--- src/design/fre_pkg.sv ---
// Package: register map, field layout and timing for the row erase control
// Functional notes
// Erase acts on whole rows only
// Software loads any address inside the row
// Software clears config space select first
// Software sets row erase and write enable
// Unlock key 55h then AAh, consecutive writes
// Start bit begins the row erase
// Two setup cycles before execution halts
// Software places two no-ops after start
// Execution halts for the erase time
// Clocks and peripherals keep running meanwhile
// Resume at third instruction after start
// Data low is eight read/write bits
// Data high holds six read/write bits
// Data high bits 7-6 read zero
// Address low is eight read/write bits
// Address low resets; data survives warm resets
// Start bit self-clears when erase completes
`default_nettype none
package fre_pkg;
   // Word offsets of the registers (byte address = 4 * index)
   localparam logic [3:0] OFS_DATA_LOW  = 4'h0;
   localparam logic [3:0] OFS_DATA_HIGH = 4'h1;
   localparam logic [3:0] OFS_ADDR_LOW  = 4'h2;
   localparam logic [3:0] OFS_ADDR_HIGH = 4'h3;
   localparam logic [3:0] OFS_CTRL_ONE  = 4'h4;
   localparam logic [3:0] OFS_KEY       = 4'h5;
   // Control one field positions
   localparam int BIT_START  = 1;
   localparam int BIT_PROGRAM_WRITE_ENABLE   = 2;
   localparam int BIT_FREE   = 4;
   localparam int BIT_CONFIG_SPACE_SELECT   = 6;
   // Masks and resets
   localparam logic [7:0] DATA_HIGH_MASK = 8'h3F;
   localparam logic [7:0] ADDR_HIGH_MASK = 8'h7F;
   localparam logic [7:0] ADDR_HIGH_RD1  = 8'h80;
   localparam logic [7:0] CTRL_RD1       = 8'h80;
   localparam logic [7:0] CTRL_WMASK     = 8'h54;
   localparam logic [7:0] ZERO8          = 8'h00;
   localparam logic [31:0] ZERO32        = 32'h0000_0000;
   // Row mask for 32-word rows, low five address bits cleared
   localparam logic [14:0] ROW_MASK = 15'h7FE0;
   // Unlock key bytes
   localparam logic [7:0] KEY_FIRST  = 8'h55;
   localparam logic [7:0] KEY_SECOND = 8'hAA;
   // Timing
   localparam int CLK_MHZ       = 200;
   localparam int ERASE_TIME_US = 2000;
   localparam int ERASE_CYCLES  = ERASE_TIME_US * CLK_MHZ;
   localparam int SETUP_CYCLES  = 2;
   // Sequencer states
   typedef enum logic [1:0] {
      ST_IDLE  = 2'b00,
      ST_SETUP = 2'b01,
      ST_ERASE = 2'b10
   } fre_state_e;
   // Key tracking
   typedef enum logic [1:0] {
      KEY_NONE = 2'b00,
      KEY_HALF = 2'b01,
      KEY_OPEN = 2'b10
   } fre_key_e;
endpackage
`default_nettype wire

--- src/design/fre_flash_row_erase_control.sv ---
// Row erase sequencer with its Wishbone register file
//
// The Wishbone slave port and the register offsets were decided locally.
`default_nettype none
module fre_flash_row_erase_control #(
   parameter int unsigned ERASE_CYC = fre_pkg::ERASE_CYCLES
) (
   // Clock and reset
   input  wire logic        CLK_IN,
   input  wire logic        RST_B_IN,
   input  wire logic        POR_IN,
   // Wishbone slave
   input  wire logic        WB_CYC_IN,
   input  wire logic        WB_STB_IN,
   input  wire logic        WB_WE_IN,
   input  wire logic [3:0]  WB_SEL_IN,
   input  wire logic [5:0]  WB_ADR_IN,
   input  wire logic [31:0] WB_DAT_IN,
   output logic      [31:0] WB_DAT_OUT,
   output logic             WB_ACK_OUT,
   // Core and flash array
   output logic             CORE_STALL_OUT,
   output logic             ERASE_BUSY_OUT,
   output logic      [14:0] ERASE_ROW_ADDR_OUT
);
   import fre_pkg::*;

   // All state of the block
   typedef struct packed {
      fre_state_e  st;
      fre_key_e    key;
      logic [31:0] cnt;
      logic [7:0]  dat_lo;
      logic [7:0]  dat_hi;
      logic [7:0]  adr_lo;
      logic [7:0]  adr_hi;
      logic [7:0]  ctrl;
      logic        ack;
      logic [31:0] rdat;
      logic [14:0] row;
   } fre_state_s;

   fre_state_s s_q;   // Registered state
   fre_state_s s_d;   // Next state

   logic       wr_stb;   // Write taken this cycle
   logic       rd_stb;   // Read taken this cycle
   logic [3:0] idx;      // Word index
   logic [7:0] wb;       // Written byte

   // Read mux, decoding shared by bus read path
   function automatic logic [7:0] rd_byte(input fre_state_s s,
                                          input logic [3:0] i);
      case (i)
         OFS_DATA_LOW:  rd_byte = s.dat_lo;
         OFS_DATA_HIGH: rd_byte = s.dat_hi & DATA_HIGH_MASK;
         OFS_ADDR_LOW:  rd_byte = s.adr_lo;
         OFS_ADDR_HIGH: rd_byte = (s.adr_hi & ADDR_HIGH_MASK) | ADDR_HIGH_RD1;
         OFS_CTRL_ONE:  rd_byte = s.ctrl | CTRL_RD1;
         default:       rd_byte = ZERO8;  // Key and unmapped read zero
      endcase
   endfunction

   // Bus decode; ack one cycle after the strobe, dropped the next
   always_comb begin
      idx    = WB_ADR_IN[5:2];
      wb     = WB_DAT_IN[7:0];
      wr_stb = WB_CYC_IN && WB_STB_IN && WB_WE_IN && !s_q.ack && WB_SEL_IN[0];
      rd_stb = WB_CYC_IN && WB_STB_IN && !WB_WE_IN && !s_q.ack;
   end

   // Next state
   always_comb begin
      s_d     = s_q;
      s_d.ack = WB_CYC_IN && WB_STB_IN && !s_q.ack;
      if (rd_stb) begin
         s_d.rdat = {24'h00_0000, rd_byte(s_q, idx)};
      end
      // Register writes; taken in every state, so bus writes also land during erase
      if (wr_stb) begin
         case (idx)
            OFS_DATA_LOW:  s_d.dat_lo = wb;
            OFS_DATA_HIGH: s_d.dat_hi = wb & DATA_HIGH_MASK;
            OFS_ADDR_LOW:  s_d.adr_lo = wb;
            OFS_ADDR_HIGH: s_d.adr_hi = wb & ADDR_HIGH_MASK;
            OFS_CTRL_ONE: begin
               s_d.ctrl = (wb & CTRL_WMASK) | (s_q.ctrl & ~CTRL_WMASK);
            end
            default: begin
            end
         endcase
      end
      // Unlock key tracking: only two consecutive key writes open it
      if (wr_stb) begin
         if (idx == OFS_KEY) begin
            if (s_q.key == KEY_NONE && wb == KEY_FIRST) begin
               s_d.key = KEY_HALF;
            end else if (s_q.key == KEY_HALF && wb == KEY_SECOND) begin
               s_d.key = KEY_OPEN;
            end else begin
               s_d.key = KEY_NONE;
            end
         end else if (!(idx == OFS_CTRL_ONE && s_q.key == KEY_OPEN)) begin
            s_d.key = KEY_NONE;  // Any other write breaks the key, except a control one write with the key open
         end
      end
      // Sequencer
      case (s_q.st)
         ST_IDLE: begin
            // Start accepted only with key open, erase and write enabled
            if (wr_stb && idx == OFS_CTRL_ONE && wb[BIT_START]
                && s_q.key == KEY_OPEN) begin
               s_d.key = KEY_NONE;
               if (wb[BIT_FREE] && wb[BIT_PROGRAM_WRITE_ENABLE] && !wb[BIT_CONFIG_SPACE_SELECT]) begin
                  s_d.ctrl[BIT_START] = 1'b1;
                  s_d.st  = ST_SETUP;
                  s_d.cnt = 32'(SETUP_CYCLES - 1);
                  // Whole row, word bits inside the row dropped
                  s_d.row = {s_q.adr_hi[6:0], s_q.adr_lo} & ROW_MASK;
               end
            end
         end
         ST_SETUP: begin
            if (s_q.cnt == ZERO32) begin
               s_d.st  = ST_ERASE;
               s_d.cnt = 32'(ERASE_CYC - 1);
            end else begin
               s_d.cnt = s_q.cnt - 32'd1;
            end
         end
         ST_ERASE: begin
            if (s_q.cnt == ZERO32) begin
               s_d.st = ST_IDLE;
               s_d.ctrl[BIT_START] = 1'b0;
            end else begin
               s_d.cnt = s_q.cnt - 32'd1;
            end
         end
         default: begin
            s_d.st = ST_IDLE;
         end
      endcase
   end

   // State register; data bytes only clear on power-on reset
   always_ff @(posedge CLK_IN) begin
      if (!RST_B_IN) begin
         s_q.st   <= ST_IDLE;
         s_q.key  <= KEY_NONE;
         s_q.cnt  <= ZERO32;
         s_q.adr_lo <= ZERO8;
         s_q.adr_hi <= ZERO8;
         s_q.ctrl <= ZERO8;
         s_q.ack  <= 1'b0;
         s_q.rdat <= ZERO32;
         s_q.row  <= 15'h0000;
         // Warm reset keeps data; power-on loses it
         if (POR_IN) begin
            s_q.dat_lo <= ZERO8;
            s_q.dat_hi <= ZERO8;
         end else begin
            s_q.dat_lo <= s_q.dat_lo;
            s_q.dat_hi <= s_q.dat_hi;
         end
      end else begin
         s_q <= s_d;
      end
   end

   // Outputs; stall holds only the core, clock keeps running
   always_comb begin
      WB_DAT_OUT         = s_q.rdat;
      WB_ACK_OUT         = s_q.ack;
      CORE_STALL_OUT     = (s_q.st == ST_ERASE);
      ERASE_BUSY_OUT     = (s_q.st != ST_IDLE);
      ERASE_ROW_ADDR_OUT = s_q.row;
   end
endmodule
`default_nettype wire

--- config.mk ---
export PLATFORM = sky130hd
export DESIGN_NAME = fre_flash_row_erase_control
export DESIGN_NICKNAME = d
export VERILOG_FILES = /design/src/design/fre_pkg.sv /design/src/design/fre_flash_row_erase_control.sv
export SDC_FILE = /design/constraint.sdc
export NUM_CORES = 1
export LEC_CHECK = 0
export BUFFER_PORTS_ARGS = -buffer_cell sky130_fd_sc_hd__buf_2
export CORE_AREA = 3 3 100 102
export DETAILED_ROUTE_END_ITERATION = 6
export DIE_AREA = 0 0 103 105
export HOLD_SLACK_MARGIN = 0.08
export PLACE_DENSITY = 0.73
export SLEW_MARGIN = 25
export SYNTH_ARGS = -nofsm -noshare
export SYNTH_HDL_FRONTEND = slang
export SYNTH_SLANG_ARGS = --single-unit
--- constraint.sdc ---
create_clock -name CLK_IN -period 3.11 [get_ports CLK_IN]
set_input_delay 0.1555 -clock CLK_IN [delete_from_list [all_inputs] [get_ports CLK_IN]]
set_output_delay 0.1555 -clock CLK_IN [all_outputs]
set_load 0.02 [all_outputs]
Word-level counts from Yosys, hierarchy flattened
Index checks and enable logic that the tools add are counted.
Word-level totals
  bits in registers: 92
  input bits: 48
  output and inout port bits: 50
  word-level logic and storage cells: 98
Operators by class
  add/subtract/negate cells: 1
  eq/ne operators: 19
  muxes and demuxes: 32
  bitwise logic cells: 1
  reductions and logical operators: 33
Operators with widths (number)
  32-bit two-way mux: 3
  32-bit case mux with 3 select lines: 1
  88-bit two-way mux: 1
  15-bit two-way mux: 3
  40-bit two-way mux: 1
  8-bit two-way mux: 5
  8-bit case mux with 5 select lines: 1
  36-bit two-way mux: 1
  32-bit zero test: 1
  32-bit by 1-bit subtractor with 32-bit output, second input constant: 1
  2-bit two-way mux: 9
  16-bit two-way mux: 1
  1-bit logical AND: 15
  3-bit AND reduction: 3
  4-bit by 2-bit == test with 1-bit output, second input constant: 2
  4-bit by 3-bit == test with 1-bit output, second input constant: 2
  8-bit by 7-bit == test with 1-bit output, second input constant: 1
  8-bit == test, second input constant: 1
  2-bit by 1-bit != test with 1-bit output, second input constant: 4
  2-bit != test, second input constant: 4
  7-bit by 8-bit OR with 8-bit output: 1
  4-bit AND reduction: 2
  7-bit two-way mux: 1
  2-bit case mux with 3 select lines: 1
  11 further kinds: 21

Logic depth before layout (Yosys ltp)
Gate-level depths: netlist of run 1.
  depth after elaboration: 10
  gate-level depth with buffers: 9
  depth with buffers taken out: 8

Least setup slack after synthesis of run 1
Ideal clock, no wire load.
  path kind: flip-flop to flip-flop
  start: register s_q[88] (netlist name)
  end: register s_q[109] (netlist name)
  setup time: 64 ps
  arrival: 2450 ps
  data required time: 3046 ps
  path slack: 596 ps
  cell stages (with the launch flop): 10
  path buffers: 1
  clock period less this slack: 2514 ps
  path through: dfxtp_1 -> inv_1 -> ha_1 -> nor3b_1 -> nand4_1 -> nor4_4 -> mux2i_1 -> o21ai_4 -> buf_6 -> nor2_1
On the way
  cells in the longest elaborated chain, start to end: 3
  elaborated cells between the ends (all ways): 7
  classes of those cells: add/sub (1); eq/ne (1); mux (3); reduce/logical (2)
RTL lines
  start: declaration: RTL line fre_flash_row_erase_control.sv:43  | fre_state_s s_q;
  32-bit by 1-bit subtractor with 32-bit output or 32-bit zero test (tied branches)
  32-bit two-way mux (tied with other cells): RTL line fre_flash_row_erase_control.sv:132  | if (s_q.cnt == ZERO32) begin
  32-bit case mux with 3 select lines or 4-bit AND reduction (tied branches)
Parallel ways exist; a longest one is shown, timed or not. The select of a mux whose other input is x is not followed.
A chain may end at the register's enable or synchronous reset.

Worst setup path after layout of run 1
  start: register s_q[88] (netlist name)
  end: register s_q[91] (netlist name)
Same word-level chain as after synthesis.

==> results of run 1 <==
layout make-up:
cell class | count | area, sq um
clock buffers | 9 | 124
clock inverters | 7 | 52.6
fillers | 866 | 4280
inverters | 13 | 48.8
multi-input cells | 373 | 2290
flip-flops and latches | 88 | 1900
well taps | 111 | 139
repair buffers | 59 | 353
per-stage QoR:
stage	total power, mW	instance area, sq um	cells	hold WS (ns)	setup WS, ns
floorplan	1.31	4710	547	0.292	0.596
global placement	1.32	4700	641	0.437	0.418
detailed placement	1.33	4700	641	0.443	0.368
CTS	2.04	4910	660	0.0829	0.325
global route	2.11	4910	660	0.116	0.154
finish	2.04	4910	660	0.0929	0.394
routing by layer:
metal | track usage (%) | wire (um) | vias up
met5 | 0 | 0 | -
met4 | 7.22 | 167 | 0
met3 | 3.47 | 530 | 14
met2 | 33.3 | 5200 | 103
met1 | 24.2 | 4390 | 1793
li1 | - | - | 1821
cell usage in the layout (no fill, tap or decap), types with 6 or more instances in the layout:
master,instances
nand4_1,6
clkbuf_8,9
nand4b_1,7
or4_1,6
inv_1,12
a22oi_1,8
nand2_1,39
edfxtp_1,14
or3_1,10
buf_2,39
o21ai_0,18
and3_1,9
a21oi_1,33
conb_1,29
nor4_1,9
nor3_1,16
nor2_1,66
mux2i_1,25
xnor2_1,14
buf_4,17
dfxtp_1,74
nand3_1,11
Yosys cell counts, types with 2 or more instances:
cell type and number:
dfxtp_1 74, nor2_1 66, buf_4 47, nand2_1 39, a21oi_1 33, mux2i_1 25, clkbuf_1 19, o21ai_0 18
nor3_1 16, edfxtp_1 14, xnor2_1 14, inv_1 12, nand3_1 11, or3_1 10, and3_1 9, nor4_1 9
a22oi_1 8, nand4b_1 7, nand4_1 6, or4_1 6, buf_2 5, ha_1 5, nor4b_1 5, xor2_1 5
a211o_1 4, or2_2 4, mux4_2 3, nand3b_1 3, nor3b_1 3, o41ai_1 3, a21o_1 2, a31oi_1 2
and4b_1 2, nand2b_1 2, o211ai_1 2, o31ai_1 2, or4_4 2
worst reg2reg max path: stages, from the launching register on:
cell and delay (ns):
dfxtp_1 0.36, inv_1 0.07, ha_1 0.18, nor3b_1 0.35, nand4_1 0.42, nor4_4 0.42, buf_4 0.20, nand2_1 0.18
a211o_1 0.34, a21oi_1 0.13
timing repair:
action | CTS | global route
hold buffers | 3 | 0
endpoints found under the setup margin | 0 | 4
resized for setup | 0 | 1
endpoints found under the hold margin | 3 | 0
logic make-up after synthesis:
logic type      after synthesis  synth area share [%]
mux                          28                  6.91
flops                        88                  41.3
other cells                   1                0.0815
compound gates               86                  12.0
xor+xnor                     19                  3.62
simple gates                206                  23.5
buf+inv                      86                  11.2
fa+ha+maj                     5                  1.36
state kept, by name, indices dropped and copies added (netlist names):
signal,flops
ERASE_ROW_ADDR_OUT,10
WB_ACK_OUT,1
WB_DAT_OUT,8
s_q,69
worst paths after layout:
kind | from | endpoint | slack [ns] | cells after the start
setup / recovery | s_q[88] | s_q[91] | 0.39 | 9
hold / removal | WB_DAT_IN[7] | s_q[71] | 0.09 | 3
setup reg to reg | s_q[88] | s_q[91] | 0.39 | 9
hold reg to reg | s_q[67] | s_q[67] | 0.45 | 2
power by group through the flow:
| stage | combinational, mW | clock [mW] | sequential, mW |
|---|---|---|---|
| 4_1_cts | 0.135 | 0.740 | 1.17 |
| 2_1_floorplan | 0.118 | 0 | 1.19 |
| 3_5_place_dp | 0.131 | 0 | 1.19 |
| 3_3_place_gp | 0.129 | 0 | 1.19 |
| 5_1_grt | 0.148 | 0.793 | 1.17 |
| 6_report | 0.136 | 0.732 | 1.17 |
==> flow_summary_export.csv, run 1 <==
group,metric,value,unit
run_status,status,"finished, final reports clean",
sta,skew,0.0210,ns
worst_setup_path,critical_path_required,3.39,ns
floorplanning,start_util,50.0,%
logic_synthesis,yosys.area.top_type,"dfxtp_1",
logic_synthesis,yosysSeqAreaShare,41.3,%
logic_synthesis,ys_ff_latch,88,
worst_setup_path,crit_type,"reg2reg",
global_routing,antenna_found_initial,0,
route,drtIter0Drc,177,
worst_setup_path,critical_path.max_fanout,7,
cells_and_area,diodes,0,
pwr,internal-power,1.50,mW
cells_and_area,final_nets,597,
logic_synthesis,netlist_area,4600,sq um
sta,setup_viol,0,
floorplanning,die_y,105,um
sta,fmax,0.368,GHz
sta,fin_setup_tns,0,ns
sta,period_share,87.3,%
hold_path,min_path_type,"in2reg",
logic_synthesis,synth_cell_types,59,
logic_synthesis,async_flop_share,0,%
route,ant_nets,0,
worst_setup_path,slowest_stage,"nand4_1",
sta,min_period,2.72,ns
sta,slew_violations,0,
worst_setup_path,critPathCaptureType,"flop",
clock_network,cts.clk_slew.worst_paths,0.08,ns
route,drt_wl_total,10300,um
pwr,switching_share,26.5,%
clock_network,cts_root_buf,"clkbuf_8",
clock_network,numClockSinks,88,
floorplanning,die_x,103,um
logic_synthesis,synth.avg_cell_area,8.86,sq um
worst_setup_path,worst-path-buf-inv,2,
worst_setup_path,start_kind,"flop",
sta,maxSlewHeadroom,56.8,%
route,vias_per_cell,5.65,
sta,hold_viol,0,
floorplanning,pin_count,98,
place,hpwl,7360,um
clock_network,clock_path_buffers,2,
global_routing,grt_first_pass_wirelength,16800,um
logic_synthesis,synth_edf_count,14,
logic_synthesis,synth_top_area_share,32.2,%
worst_setup_path,crit_path_max_incr_delay,0.42,ns
cells_and_area,postLayoutCoreUtil,53.4,%
global_routing,grt_remaining_overflow,0,
cells_and_area,drive_gt1_share,15.8,%
pwr,vdd_ir_drop_max,0.000206,V
logic_synthesis,synthTopCellsByArea,"dfxtp_1 (32%), edfxtp_1 (9.1%), buf_4 (7.7%)",
worst_setup_path,crit_family,"simple AND/OR/NAND/NOR gates",
pwr,power.share.combinational,6.7,%
route,wire_per_inst,15.6,um
pwr,p_seq_share,57.4,%
run,cap_violations,0,
place,port_buffers,39,
pwr,powerDensity,414,nW/um^2
global_routing,grt_pass1_vias,3496,
logic_synthesis,synth_flop_cell,"dfxtp_1",
logic_synthesis,yosys_warnings,0,
clock_network,ctsHtreeMaxLevel,3,
pwr,netSwitchingPower,0.539,mW
worst_setup_path,path_cells,"inv_1 > ha_1 > nor3b_1 > nand4_1 > nor4_4 > buf_4 > nand2_1 > a211o_1 > a21oi_1",
worst_setup_path,cp.arrival,3.00,ns
floorplanning,placementRows,35,
global_routing,grt_util_all_layers,19.5,%
route,firstDrtPassIters,4,
sta,rsz0062_at_grt,"no",
pwr,clock_power_share,36.0,%
floorplanning,die_area,10800,sq um
route,vias,3731,
global_routing,grt_max_degree,39,
route,drc,0,
pwr,p_leak,2.05,nW
clock_network,postCtsSetupBuffers,0,
floorplanning,core_area,9200,sq um
clock_network,clk_latency,0.37,ns
logic_synthesis,syn_inst,519,
cells_and_area,area_growth,6.77,%
clock_network,numCtsBuffers,9,
clock_network,cts_tree,"done",
sta,worstMarginPinSlew,0.641,ns
place,place_congestion,0.857,
No activity file was read; power rests on OpenSTA's default activity.
==> inputs of run 2 (changes only) <==
- CORE_AREA: 3 3 100 102 -> 3 3 106 108
- DIE_AREA: 0 0 103 105 -> 0 0 109 111
- PLACE_DENSITY: 0.73 -> 0.66
==> run 2 against run 1 <==
Compared with the run above: final cell count up 3.9%; cell area increased by 1.2%; worst setup slack got worse by 0.023 ns; sequential share of layout area down 0.45 points; register-to-register slack worse by 0.02 ns; hold slack improved by 0.019 ns; sequential power barely moved; first-iteration DRC count grew 4.0%; critical path type unchanged.
==> flow_summary_export.csv, run 2 (same netlist as run 1, synthesis figures left out) <==
group,metric,value,unit
run_status,status,"finished, final reports clean",
floorplanning,core_area,10300,sq um
route,vias_per_cell,5.36,
place,dp.cells,666,
worst_setup_path,crit_type,"reg2reg",
worst_setup_path,critical_path.max_fanout,13,
route,firstDrtPassIters,5,
global_routing,top_usage_layer,"met2",
cells_and_area,area_growth,8.02,%
hold_path,min_path_cells,3,
route,drc,0,
pwr,powerDensity,423,nW/um^2
global_routing,met1_usage,22.4,%
route,ant_nets,0,
worst_setup_path,r2r_end,"s_q[92]",
sta,worstMarginPinSlew,0.613,ns
floorplanning,placementRows,37,
place,dp_slack,0.393,ns
global_routing,grt_pass1_vias,3404,
hold_path,min_path_type,"in2reg",
cells_and_area,largest_register,"s_q",
global_routing,grt.met2_usage,27.9,%
pwr,p_leak,2.06,nW
route,wire_per_inst,15.0,um
sta,min_period,2.74,ns
worst_setup_path,start_kind,"flop",
clock_network,postCtsSetupBuffers,0,
floorplanning,die_y,111,um
floorplanning,start_util,44.6,%
worst_setup_path,cp.arrival,3.02,ns
clock_network,cts_root_buf,"clkbuf_8",
floorplanning,die_area,12100,sq um
cells_and_area,finalNonFillerCells,686,
sta,worst_slack,0.372,ns
cells_and_area,final_nets,598,
worst_setup_path,setup.worst_path.start,"s_q[88]",
clock_network,numClockSinks,88,
hold_path,min_to,"s_q[68]",
sta,fin_setup_tns,0,ns
run,cap_violations,0,
worst_setup_path,r2r_setup_slack,0.37,ns
cells_and_area,layout_common_cells,"dfxtp_1 (74), nor2_1 (66), nand2_1 (39), buf_2 (39), a21oi_1 (33)",
clock_network,hold_buffers,4,
sta,skew,0.0124,ns
sta,hold_viol,0,
worst_setup_path,r2r_cells,9,
clock_network,clock_path_buffers,2,
sta,rsz0062_at_grt,"no",
global_routing,antenna_found_initial,0,
clock_network,post_cts_resized,0,
worst_setup_path,critPathCaptureType,"flop",
worst_setup_path,r2r_start,"s_q[88]",
sta,maxSlewHeadroom,58.6,%
global_routing,grt_first_pass_wirelength,16800,um
sta,period_share,88.0,%
clock_network,clk_latency,0.37,ns
route,drt_wl_total,10300,um
cells_and_area,diodes,0,
cells_and_area,mostFrequentLayoutCell,"dfxtp_1",
global_routing,met3_usage,4.02,%
worst_setup_path,critical_path_required,3.39,ns
cells_and_area,drive_gt1_share,15.5,%
cells_and_area,largest_reg_flops,69,
clock_network,cts.clk_slew.worst_paths,0.09,ns
sta,setup_viol,0,
pwr,vdd_ir_drop_max,0.000228,V
clock_network,ctsHtreeMaxLevel,3,
route,drtIter0Drc,184,
global_routing,grt_remaining_overflow,0,
route,vias,3677,
place,port_buffers,39,
sta,fmax,0.365,GHz
floorplanning,pin_count,98,
place,place_congestion,0.818,
sta,slew_violations,0,
global_routing,grt_max_degree,39,
floorplanning,die_x,109,um
clock_network,numCtsBuffers,9,
global_routing,grt_util_all_layers,17.3,%
hold_path,hp-start,"WB_DAT_IN[4]",
clock_network,cts_tree,"done",
place,hpwl,7360,um
cells_and_area,nFillCells,991,
[run 2: changes by cell type in the layout (fill, tap and decap cells not counted), sizes merged]
cell | previous run | this run
dlygate4sd3 | 3 | 4
clkinvlp | 1 | 2
clkinv | 4 | 2
bufinv | 0 | 1
clkbuf | 9 | 10
inv | 15 | 14
[run 2: critical path: stages (launching register included)]
cell	delay, ns
dfxtp_1	0.36
inv_1	0.08
ha_1	0.18
nor3b_1	0.31
nand4_1	0.41
nor4_1	0.43
or2_1	0.42
buf_4	0.26
o21ai_0	0.11
a21oi_1	0.12
[run 2: worst max-delay path by stage]
stage                     slack (ns)  endpoint  cells after the start
after global routing            0.09   s_q[90]                      9
after CTS                       0.35   s_q[90]                      7
after global placement          0.40   s_q[91]                      7
after detailed placement        0.39   s_q[90]                      7
after floorplan                 0.60  s_q[109]                      9
final                           0.37   s_q[92]                      9
[run 2: stage by stage]
step / total power, mW / util [%] / cell area (sq um) / hold WS, ns
floorplan: 1.31 / - / 4710 / 0.292
global placement: 1.32 / 45.9 / 4730 / 0.438
detailed placement: 1.32 / 45.9 / 4730 / 0.443
CTS: 2.12 / 48.1 / 4970 / 0.0975
global route: 2.19 / 48.1 / 4970 / 0.111
finish: 2.10 / 48.1 / 4970 / 0.112
[run 2: layer usage]
| layer | up-vias | part of all wire, % |
|---|---|---|
| li1 | 1818 | - |
| met3 | 14 | 5.5 |
| met4 | 0 | 2.0 |
| met1 | 1734 | 45 |
| met5 | - | 0 |
| met2 | 111 | 48 |
[run 2: layout make-up]
| type | instances | area (sq um) | area share, % |
|---|---|---|---|
| Clock inverter | 6 | 67.6 | 1.36 |
| Multi-Input combinational cell | 373 | 2290 | 46.1 |
| Tap cell | 136 | 170 | 3.42 |
| Sequential cell | 88 | 1900 | 38.3 |
| Clock buffer | 10 | 128 | 2.57 |
| Timing Repair Buffer | 60 | 363 | 7.30 |
| Inverter | 13 | 48.8 | 0.982 |
[run 2: report_power, final]
group,switching (mW),total (mW),internal (mW)
logic,0.100,0.137,0.0362
clock network,0.424,0.800,0.376
registers,0.00353,1.17,1.16
